===== config.mk =====
export PLATFORM = sky130hd
export DESIGN_NAME = dual_host_arbiter
export DESIGN_NICKNAME = d
export VERILOG_FILES = /design/src/rtl/dual_host_arbiter.v /design/src/rtl/host_port_gate.v /design/src/rtl/pin_sync3.v
export VERILOG_INCLUDE_DIRS = /design/src /design/src/rtl
export SDC_FILE = /design/constraint.sdc
export NUM_CORES = 1
export LEC_CHECK = 0
export ABC_AREA = 1
export BUFFER_PORTS_ARGS = -buffer_cell sky130_fd_sc_hd__buf_2
export CAP_MARGIN = 40
export CORE_MARGIN = 3
export CORE_UTILIZATION = 35
export DETAILED_ROUTE_END_ITERATION = 10
export PLACE_DENSITY = 0.53
export SYNTH_ARGS = -nofsm -noshare
export SYNTH_HDL_FRONTEND = slang
export SYNTH_SLANG_ARGS = --single-unit
export TNS_END_PERCENT = 30

===== constraint.sdc =====
create_clock -name clk_sys -period 3.4 [get_ports clk_sys]
set_clock_uncertainty 0.05 [all_clocks]
set_input_delay 0.34 -clock clk_sys [delete_from_list [all_inputs] [get_ports clk_sys]]
set_output_delay 0.34 -clock clk_sys [all_outputs]
set_load 0.005 [all_outputs]

===== src/rtl/dual_host_arb_map.vh =====
// Functional notes
// - Reset: port zero owns control, both alerts asserted, status byte 0x45.
// - clear_faults is accepted from either port, owner or not.
// - A clear drops only the issuer's alert; start-up clears give 0x05 then 0x01.
// - Port one command while port zero owns: reject, alert one, byte 0xC1.
// - Port zero command while port one owns: reject, alert zero, 0x10 to 0x1C.
// - Port one takeover: both alerts asserted, status byte 0x74.
// - Then clear by one leaves 0x14; later clear by zero leaves 0x10.
// - Port zero takeover: both alerts asserted, status byte 0x47.
// - Then clear by zero leaves 0x41; later clear by one leaves 0x01.
// - Reading status alters nothing; hosts learn lost control by reading.
// - A supply fault latches into the fault word and asserts both alerts.
// - Only the owner's clear empties latched fault status; others leave it.
// - After recovery non-owner clear drops its alert; owner clear zeroes word.
// - While a fault is present the non-owner's alert is not released.
// - Supply alarms never change the arbitration status byte.
// - Owner port one bad command: alert one, byte 0xD0, word 0x0002, cml 0x80.
`ifndef DUAL_HOST_ARB_MAP_VH
`define DUAL_HOST_ARB_MAP_VH

`define BUS_W            8
`define WORD_W           16
`define CML_W            8

`define BUS_RESET        8'h45
`define WORD_RESET       16'h0000
`define CML_RESET        8'h00

// arbitration byte layout, port zero low nibble, port one high nibble
`define B_CTRL0          0
`define B_TOOK0          1
`define B_PEND0          2
`define B_REJ0           3
`define B_CTRL1          4
`define B_TOOK1          5
`define B_PEND1          6
`define B_REJ1           7

`define WORD_CML_BIT     1
`define CML_BADCMD_BIT   7

`endif


===== src/rtl/dual_host_arbiter.v =====
`timescale 1ns/1ps
`include "dual_host_arb_map.vh"

module dual_host_arbiter #(
    parameter WORD_W = `WORD_W
) (
    input  wire              clk_sys,
    input  wire              resetn,
    // port zero request strobes, one cycle each, from its protocol engine
    input  wire              p0_clear_faults,
    input  wire              p0_command,
    input  wire              p0_bad_command,
    input  wire              p0_take_control,
    // port one request strobes
    input  wire              p1_clear_faults,
    input  wire              p1_command,
    input  wire              p1_bad_command,
    input  wire              p1_take_control,
    // asynchronous fault sources of the supply, level per bit
    input  wire [WORD_W-1:0] supply_fault,
    // status visible to both hosts
    output reg  [7:0]        status_bus_ff,
    output reg  [WORD_W-1:0] status_word_ff,
    output reg  [7:0]        status_cml_ff,
    output reg               owner_is_one_ff,
    // open-drain alert pins, enable high pulls the line low
    output reg               alert0_out_ff,
    output reg               alert0_oe_ff,
    output reg               alert1_out_ff,
    output reg               alert1_oe_ff
);

    ////////////////////////////////////////////////////////////////////////
    // fault capture

    wire [WORD_W-1:0] fault_lvl;
    reg  [WORD_W-1:0] fault_prev_ff;
    wire              fault_present;
    wire              fault_rise;

    pin_sync3 #(
        .W        (WORD_W)
    ) u_fault_sync (
        .clk_sys  (clk_sys),
        .resetn   (resetn),
        .pin_in   (supply_fault),
        .level_ff (fault_lvl)
    );

    assign fault_present = |fault_lvl;
    // new fault only; a standing fault must not re-raise cleared alerts
    assign fault_rise    = |(fault_lvl & ~fault_prev_ff);

    ////////////////////////////////////////////////////////////////////////
    // request classification

    wire p0_clr;
    wire p0_own_clr;
    wire p0_rej;
    wire p0_err;
    wire p0_take;
    wire p1_clr;
    wire p1_own_clr;
    wire p1_rej;
    wire p1_err;
    wire p1_take;

    host_port_gate u_gate0 (
        .clr_req  (p0_clear_faults),
        .cmd_req  (p0_command),
        .bad_req  (p0_bad_command),
        .take_req (p0_take_control),
        .in_ctrl  (~owner_is_one_ff),
        .do_clr   (p0_clr),
        .own_clr  (p0_own_clr),
        .rej      (p0_rej),
        .err      (p0_err),
        .take     (p0_take)
    );

    host_port_gate u_gate1 (
        .clr_req  (p1_clear_faults),
        .cmd_req  (p1_command),
        .bad_req  (p1_bad_command),
        .take_req (p1_take_control),
        .in_ctrl  (owner_is_one_ff),
        .do_clr   (p1_clr),
        .own_clr  (p1_own_clr),
        .rej      (p1_rej),
        .err      (p1_err),
        .take     (p1_take)
    );

    ////////////////////////////////////////////////////////////////////////
    // arbitration byte and ownership

    reg [7:0] nxt_status_bus;
    reg       nxt_owner_is_one;

    // nothing here looks at the fault inputs, so alarms leave the byte alone
    always @* begin
        nxt_status_bus   = status_bus_ff;
        nxt_owner_is_one = owner_is_one_ff;
        // clears first so a same-cycle event still lands
        if (p0_clr) begin
            nxt_status_bus[`B_PEND0] = 1'b0;
            nxt_status_bus[`B_TOOK0] = 1'b0;
            nxt_status_bus[`B_REJ0]  = 1'b0;
        end
        if (p1_clr) begin
            nxt_status_bus[`B_PEND1] = 1'b0;
            nxt_status_bus[`B_TOOK1] = 1'b0;
            nxt_status_bus[`B_REJ1]  = 1'b0;
        end
        if (p1_take) begin
            nxt_owner_is_one         = 1'b1;
            nxt_status_bus[`B_CTRL0] = 1'b0;
            nxt_status_bus[`B_TOOK0] = 1'b0;
            nxt_status_bus[`B_CTRL1] = 1'b1;
            nxt_status_bus[`B_TOOK1] = 1'b1;
            nxt_status_bus[`B_PEND0] = 1'b1;
            nxt_status_bus[`B_PEND1] = 1'b1;
        end
        if (p0_take) begin
            nxt_owner_is_one         = 1'b0;
            nxt_status_bus[`B_CTRL1] = 1'b0;
            nxt_status_bus[`B_TOOK1] = 1'b0;
            nxt_status_bus[`B_CTRL0] = 1'b1;
            nxt_status_bus[`B_TOOK0] = 1'b1;
            nxt_status_bus[`B_PEND0] = 1'b1;
            nxt_status_bus[`B_PEND1] = 1'b1;
        end
        if (p0_rej | p0_err) begin
            nxt_status_bus[`B_REJ0]  = 1'b1;
            nxt_status_bus[`B_PEND0] = 1'b1;
        end
        if (p1_rej | p1_err) begin
            nxt_status_bus[`B_REJ1]  = 1'b1;
            nxt_status_bus[`B_PEND1] = 1'b1;
        end
    end

    ////////////////////////////////////////////////////////////////////////
    // latched fault word and communication error byte

    reg [WORD_W-1:0] nxt_status_word;
    reg [7:0]        nxt_status_cml;

    always @* begin
        nxt_status_word = status_word_ff;
        nxt_status_cml  = status_cml_ff;
        // a clear from the non-owner leaves the latch untouched
        if (p0_own_clr | p1_own_clr) begin
            nxt_status_word = {WORD_W{1'b0}};
            nxt_status_cml  = 8'h00;
        end
        // still-present fault re-latches over the clear
        nxt_status_word = nxt_status_word | fault_lvl;
        if (p0_err | p1_err) begin
            nxt_status_word[`WORD_CML_BIT]  = 1'b1;
            nxt_status_cml[`CML_BADCMD_BIT] = 1'b1;
        end
    end

    ////////////////////////////////////////////////////////////////////////
    // alert lines

    reg nxt_alert0;
    reg nxt_alert1;

    always @* begin
        nxt_alert0 = alert0_oe_ff;
        nxt_alert1 = alert1_oe_ff;
        // each clear touches only its own line; the non-owner holds on
        // while the fault is still there so it cannot miss the event
        if (p0_clr && !(fault_present && owner_is_one_ff)) begin
            nxt_alert0 = 1'b0;
        end
        if (p1_clr && !(fault_present && !owner_is_one_ff)) begin
            nxt_alert1 = 1'b0;
        end
        if (fault_rise | p0_take | p1_take) begin
            nxt_alert0 = 1'b1;
            nxt_alert1 = 1'b1;
        end
        if (p0_rej | p0_err) begin
            nxt_alert0 = 1'b1;
        end
        if (p1_rej | p1_err) begin
            nxt_alert1 = 1'b1;
        end
    end

    ////////////////////////////////////////////////////////////////////////
    // state registers; no read path exists, so reads change nothing

    always @(posedge clk_sys or negedge resetn) begin
        if (!resetn) begin
            status_bus_ff   <= `BUS_RESET;
            status_word_ff  <= `WORD_RESET;
            status_cml_ff   <= `CML_RESET;
            owner_is_one_ff <= 1'b0;
            alert0_oe_ff    <= 1'b1;
            alert1_oe_ff    <= 1'b1;
            alert0_out_ff   <= 1'b0;
            alert1_out_ff   <= 1'b0;
            fault_prev_ff   <= {WORD_W{1'b0}};
        end else begin
            status_bus_ff   <= nxt_status_bus;
            status_word_ff  <= nxt_status_word;
            status_cml_ff   <= nxt_status_cml;
            owner_is_one_ff <= nxt_owner_is_one;
            alert0_oe_ff    <= nxt_alert0;
            alert1_oe_ff    <= nxt_alert1;
            // open drain: data stays low, only the enable moves
            alert0_out_ff   <= 1'b0;
            alert1_out_ff   <= 1'b0;
            fault_prev_ff   <= fault_lvl;
        end
    end

endmodule // dual_host_arbiter


===== src/rtl/host_port_gate.v =====
`timescale 1ns/1ps
// classifies one port's request pulses against current ownership
module host_port_gate (
    input  wire clr_req,
    input  wire cmd_req,
    input  wire bad_req,
    input  wire take_req,
    input  wire in_ctrl,
    output wire do_clr,
    output wire own_clr,
    output wire rej,
    output wire err,
    output wire take
);
    assign do_clr  = clr_req;
    assign own_clr = clr_req & in_ctrl;
    assign rej     = (cmd_req | bad_req) & ~in_ctrl;
    assign err     = bad_req & in_ctrl;
    assign take    = take_req & ~in_ctrl;
endmodule // host_port_gate


===== src/rtl/pin_sync3.v =====
`timescale 1ns/1ps
// three-stage capture; value moves on only when stages two and three agree
module pin_sync3 #(
    parameter W = 16
) (
    input  wire         clk_sys,
    input  wire         resetn,
    input  wire [W-1:0] pin_in,
    output reg  [W-1:0] level_ff
);
    reg [W-1:0] s1_ff;
    reg [W-1:0] s2_ff;
    reg [W-1:0] s3_ff;

    always @(posedge clk_sys or negedge resetn) begin
        if (!resetn) begin
            s1_ff    <= {W{1'b0}};
            s2_ff    <= {W{1'b0}};
            s3_ff    <= {W{1'b0}};
            level_ff <= {W{1'b0}};
        end else begin
            s1_ff <= pin_in;
            s2_ff <= s1_ff;
            s3_ff <= s2_ff;
            // per-bit agreement filters a single metastable sample
            level_ff <= (s2_ff & s3_ff) | (level_ff & (s2_ff ^ s3_ff));
        end
    end
endmodule // pin_sync3


Yosys cells after proc, flatten, opt, wreduce, memory -nomap -nowiden
Index checks and enable logic that the tools add are counted.

operators by class
  mux-type cells = 20
  bitwise logic cells = 24
  reduce and logical (&&, ||, !) cells = 19

operators by type and width
  operator             count
  $and A16 B16 Y16     3
  $or A16 B16 Y16      2
  $reduce_or A16 Y1    2
  $mux W3              6
  $mux W16             1
  $not A16 Y16         1
  $xor A16 B16 Y16     1
  $reduce_bool A3 Y1   4
  $mux W1              10
  $and A1 B1 Y1        8
  $mux W8              1
  $or A1 B1 Y1         8
  $reduce_bool A2 Y1   4
  $reduce_bool A4 Y1   2
  $logic_and A1 B1 Y1  4
  $mux W2              2
  $logic_not A1 Y1     3
  $not A1 Y1           1

word-level totals
  register bits after elaboration = 108
  input bits = 26
  output and inout bits = 37
  logic and storage cells = 80

Longest topological paths before layout
  word-level depth = 7
  depth in mapped cells = 7
  mapped depth without buffers = 7

Hierarchy
Synthesis repeated with hierarchy kept, for this count alone.

second synthesis, totals
  cell total of the unflattened synthesis = 323
  area, all modules = 3777.4 µm²

by module, submodules not included
  module             times used  cells an instance  area each (µm²)  seq. area each (µm²)
  pin_sync3          1           128                1981.9           1601.5
  dual_host_arbiter  1           177                1720.4           1107.3
  host_port_gate     2           9                  37.5             0.0

Least setup slack after synthesis
OpenSTA, ideal clock, no wires.

  path type = reg2reg
  start = register owner_is_one_ff
  end = register alert0_oe_ff
  library setup time = 0.089 ns
  arrival time = 1.034 ns
  data required time = 3.261 ns
  setup slack = 2.227 ns
  cell stages (with the launch flop) = 7
  buffers on the path = 0
  period minus slack after synthesis = 1.173 ns
  path through = dfrtp_1 -> nand2_1 -> inv_1 -> nor2_1 -> nand2_1 -> nor2_1 -> nand3_1

on the way
  cells in the longest elaborated chain, start to end = 5
  elaborated cells on any way between the ends = 14
  classes of those cells = mux: 2; bitwise: 8; reduce/logical: 4

ends and longest elaborated chain
  item                                           line                                          source
  start: declaration                             dual_host_arbiter.v:25                        output reg owner_is_one_ff,
  start signal: assignment                       dual_host_arbiter.v:212                       owner_is_one_ff <= nxt_owner_is_one;
  $and A1 B1 Y1 or $not A1 Y1 (tied branches)    host_port_gate.v:19, dual_host_arbiter.v:73
  $or A1 B1 Y1 or $and A1 B1 Y1 (tied branches)  dual_host_arbiter.v:182, host_port_gate.v:19
  $or A1 B1 Y1                                   dual_host_arbiter.v:182                       if (fault_rise | p0_take | p1_take) begin
  $mux W1                                        dual_host_arbiter.v:182
  $mux W1                                        dual_host_arbiter.v:186                       if (p0_rej | p0_err) begin
  end signal: assignment                         dual_host_arbiter.v:213                       alert0_oe_ff <= nxt_alert0;
  end: declaration                               dual_host_arbiter.v:28                        output reg alert0_oe_ff,

Parallel ways exist; a longest one is shown, timed or not.
A chain may end at the register's enable or synchronous reset.

Final worst setup path
  start = register alert1_oe_ff
  end = output alert1_oe_ff

RTL lines
  item                      line                     source
  start: declaration        dual_host_arbiter.v:30   output reg alert1_oe_ff
  start signal: assignment  dual_host_arbiter.v:214  alert1_oe_ff <= nxt_alert1;

No word-level cell between the ends.

==> impl_metrics.py <==
metrics = {
    "status": {
        "run_status": "finished, final reports clean",
    },
    "min_path": {
        "min_path_cells": 1,
        "worst_hold_path.endpoint": "u_fault_sync.s1_ff[1]",
        "min_path_type": "in -> reg",
        "worst_hold_startpoint": "supply_fault[1]",
    },
    "grt": {
        "wire_length_of_the_first_global_routing_pass_mm": 9.867,
        "grt_usage": 0.1100,
        "grt_start_max_net_pins": 55,
        "first_global_vias": 2031,
        "antenna_found_initial": 0,
        "grt_remaining_overflow": 0,
    },
    "worst_setup_path": {
        "reg2reg_to": "alert1_oe_ff",
        "timing.critical_path.cells": "buf_2",
        "critical_path_buf_inv_count": 1,
        "crit_slowest_cell": "sky130_fd_sc_hd__dfstp_2",
        "path_delay_family": "flip-flops",
        "start_kind": "register",
        "worst_path_largest_cell_delay_ns": 0.55,
        "reg2reg_from": "owner_is_one_ff",
        "critical_path_class": "reg -> out",
        "critical_path_peak_fanout": 2,
        "end_kind": "output pin",
        "ff2ff_setup_slack_ns": 2.01,
        "rr_worst_depth": 6,
        "arrival_ns": 1.02,
        "timing.critical_path.required_ns": 3.01,
    },
    "floorplanning": {
        "start_util": 0.3682,
        "num_rows": 36,
        "fp.dieW_um": 108.6,
        "dieArea_sq_um": 11790,
        "core_area_sq_um": 10000,
        "die_h_um": 108.6,
        "ios": 63,
    },
    "yosys": {
        "synth.avg_cell_area_sq_um": 13.34,
        "synth_compound_gate_area_share": 0.07271,
        "synth.mux.area_fraction": 0.002718,
        "synth_warnings": 0,
        "synth_seq_area_share": 0.7356,
        "synth_xor_xnor_area_share": 0,
        "synth_top_family_by_area": "simple AND/OR/NAND/NOR gates",
        "synth.lib_cells_used.distinct": 20,
        "synth_seq_cells": 108,
        "synth.cell_area_sq_um": 3682,
        "simple_gate_area_share_of_the_yosys_netlist": 0.08359,
        "synth_fa_ha_area_frac": 0.05437,
        "synthCells": 276,
    },
    "final_layout": {
        "final_area_sq_um": 4499,
        "finalNetCount": 396,
        "register_area_sq_um": 2709,
        "synthToLayoutAreaGrowth_pct": 22.19,
        "mostFrequentLayoutCell": "sky130_fd_sc_hd__dfrtp_1",
        "layout_cell_share_with_drive_strength_beyond_1": 0.2479,
        "area_taken_by_multi_input_logic_gates_sq_um": 819.5,
        "antennaDiodeCount": 0,
        "mostFrequentLayoutCells": "sky130_fd_sc_hd__dfrtp_1, sky130_fd_sc_hd__buf_2, sky130_fd_sc_hd__nand2_1, sky130_fd_sc_hd__inv_1, sky130_fd_sc_hd__a21o_1",
        "nFillCells": 928,
        "layoutNonFillerInstCount": 492,
    },
    "sta": {
        "clock.fmax_mhz": 709.9,
        "post-route-min-period_ns": 1.409,
        "rsz0062_at_grt": "false",
        "finalSetupViolations": 0,
        "report.final.hold_viol_count": 0,
        "worst-slew-pin-transition_ns": 0.4972,
        "timing.final.crit_share": 0.4143,
        "timing.max_slew.rel_slack": 0.6678,
        "hold_slack_ns": 0.03401,
        "final_max_slew_viol_count": 0,
        "fin_tns_setup_ns": 0,
    },
    "placed_design": {
        "detailedPlacementHpwl_mm": 3.955,
        "finalWeightedCongestion": 0.7688,
        "postPlaceCellArea_sq_um": 4115,
        "io_buffer_count": 53,
        "placed_instances": 462,
    },
    "power_and_ir_drop": {
        "netSwitchingFraction": 0.2387,
        "vdd_drop_max_v": 0.0002669,
        "cell_internal_power_uw": 2037,
        "power_density_nw_per_um2": 594.8,
        "report.power.total_uw": 2676,
        "combinationalPowerShare": 0.102,
        "power_leakage_uw": 0.002327,
        "p_seq_frac": 0.556,
        "total_switching_power_uw": 638.7,
        "power.share.clock": 0.342,
    },
    "route": {
        "antenna_violating_nets_left": 0,
        "drt-pass1-iter-count": 4,
        "vias": 2043,
        "drt_iter0_markers": 79,
        "route.final.wire_length_mm": 5.738,
        "viasPerCell": 4.152,
        "remaining_drc_errors": 0,
        "avgRoutedWirePerCell_um": 11.66,
    },
    "clock_tree": {
        "ctsRootBufferMaster": "sky130_fd_sc_hd__clkbuf_8",
        "clk_transition_reported_paths_ns": 0.10,
        "post_cts.resized_instances": 0,
        "htreeDepth": 3,
        "cts.path.max_buffers": 2,
        "cts_setup_buffers": 0,
        "numCtsBuffers": 9,
        "cts_tree": "yes",
        "worstSkewPairLatency_ns": 0.36,
        "cts-hold-fix-buffers": 1,
        "cts_sinks": 108,
    },
    "flow_run": {
        "timing.max_cap.violations": 0,
    },
}
## through the flow
stage / setup slack [ns] / utilization
2_1_floorplan: 2.227 / -
3_3_place_gp: 2.006 / 0.4088
3_5_place_dp: 1.988 / 0.4115
4_1_cts: 1.969 / 0.4369
5_1_grt: 1.817 / 0.4500
6_report: 1.991 / 0.4500
## synthesized netlist by cell type
library cell,n,area [sq um]
sky130_fd_sc_hd__o21ai_0,5,25.02
sky130_fd_sc_hd__nor2_1,17,63.81
sky130_fd_sc_hd__a21o_2,7,61.31
sky130_fd_sc_hd__inv_1,26,97.59
sky130_fd_sc_hd__a21boi_0,1,7.510
sky130_fd_sc_hd__nand3_1,9,45.04
sky130_fd_sc_hd__buf_4,9,67.56
sky130_fd_sc_hd__conb_1,1,3.750
sky130_fd_sc_hd__buf_6,1,11.26
sky130_fd_sc_hd__nand3_2,1,10.01
sky130_fd_sc_hd__dfstp_2,5,131.4
sky130_fd_sc_hd__mux2i_1,1,10.01
sky130_fd_sc_hd__nand2_1,47,176.4
sky130_fd_sc_hd__a21oi_1,3,15.01
sky130_fd_sc_hd__a21oi_4,1,16.27
sky130_fd_sc_hd__ha_1,16,200.2
sky130_fd_sc_hd__inv_2,2,7.510
sky130_fd_sc_hd__a21o_1,19,142.6
sky130_fd_sc_hd__dfrtp_1,103,2577
sky130_fd_sc_hd__nand2_2,2,12.51
## state kept, by name (all words and copies together), names as in the netlist
name                   flops
fault_prev_ff             16
status_word_ff            16
u_fault_sync.level_ff     16
u_fault_sync.s1_ff        16
u_fault_sync.s2_ff        16
u_fault_sync.s3_ff        16
status_bus_ff              8
alert0_oe_ff               1
alert1_oe_ff               1
owner_is_one_ff            1
status_cml_ff              1
## routing by layer
metal  vias up  wire length, um  part of all wire  track usage
met5         -                0                 0            0
met4         0               77             0.013      0.03517
met3         6              346             0.060      0.04179
met2        48             2694              0.47       0.1721
met1       977             2620              0.46       0.1418
li1       1012                -                 -            -
## power by group through the flow
stage / combinational (uW) / clock, uW / sequential [uW]
floorplan: 145 / 0 / 1500
global placement: 261 / 0 / 1520
detailed placement: 269 / 0 / 1520
CTS: 271 / 955 / 1490
global route: 322 / 1020 / 1510
finish: 273 / 914 / 1490
## layout make-up
type	instances	share of cell area
Multi-Input combinational cell	138	0.1821
Timing Repair Buffer	69	0.1012
Clock inverter	7	0.02670
Clock buffer	9	0.02753
Sequential cell	108	0.6021
Tap cell	133	0.03699
Inverter	28	0.02336
## logic make-up after synthesis
| kind of cell | after synthesis |
|---|---|
| AND/OR/NAND/NOR | 76 |
| multiplexers | 1 |
| flip-flops | 108 |
| adder cells (fa/ha/maj) | 16 |
| AO/OA/AOI/OAI | 36 |
| other | 1 |
| buffers and inverters | 38 |
## worst max path at each step
stage                   endpoint             from  cells past startpoint
floorplan           alert0_oe_ff  owner_is_one_ff                      6
global placement    alert1_oe_ff  owner_is_one_ff                      6
detailed placement  alert1_oe_ff  owner_is_one_ff                      6
CTS                 alert1_oe_ff     alert1_oe_ff                      1
global route        alert0_oe_ff  owner_is_one_ff                      6
finish              alert1_oe_ff     alert1_oe_ff                      1
Power figures use the tool's default switching activity.
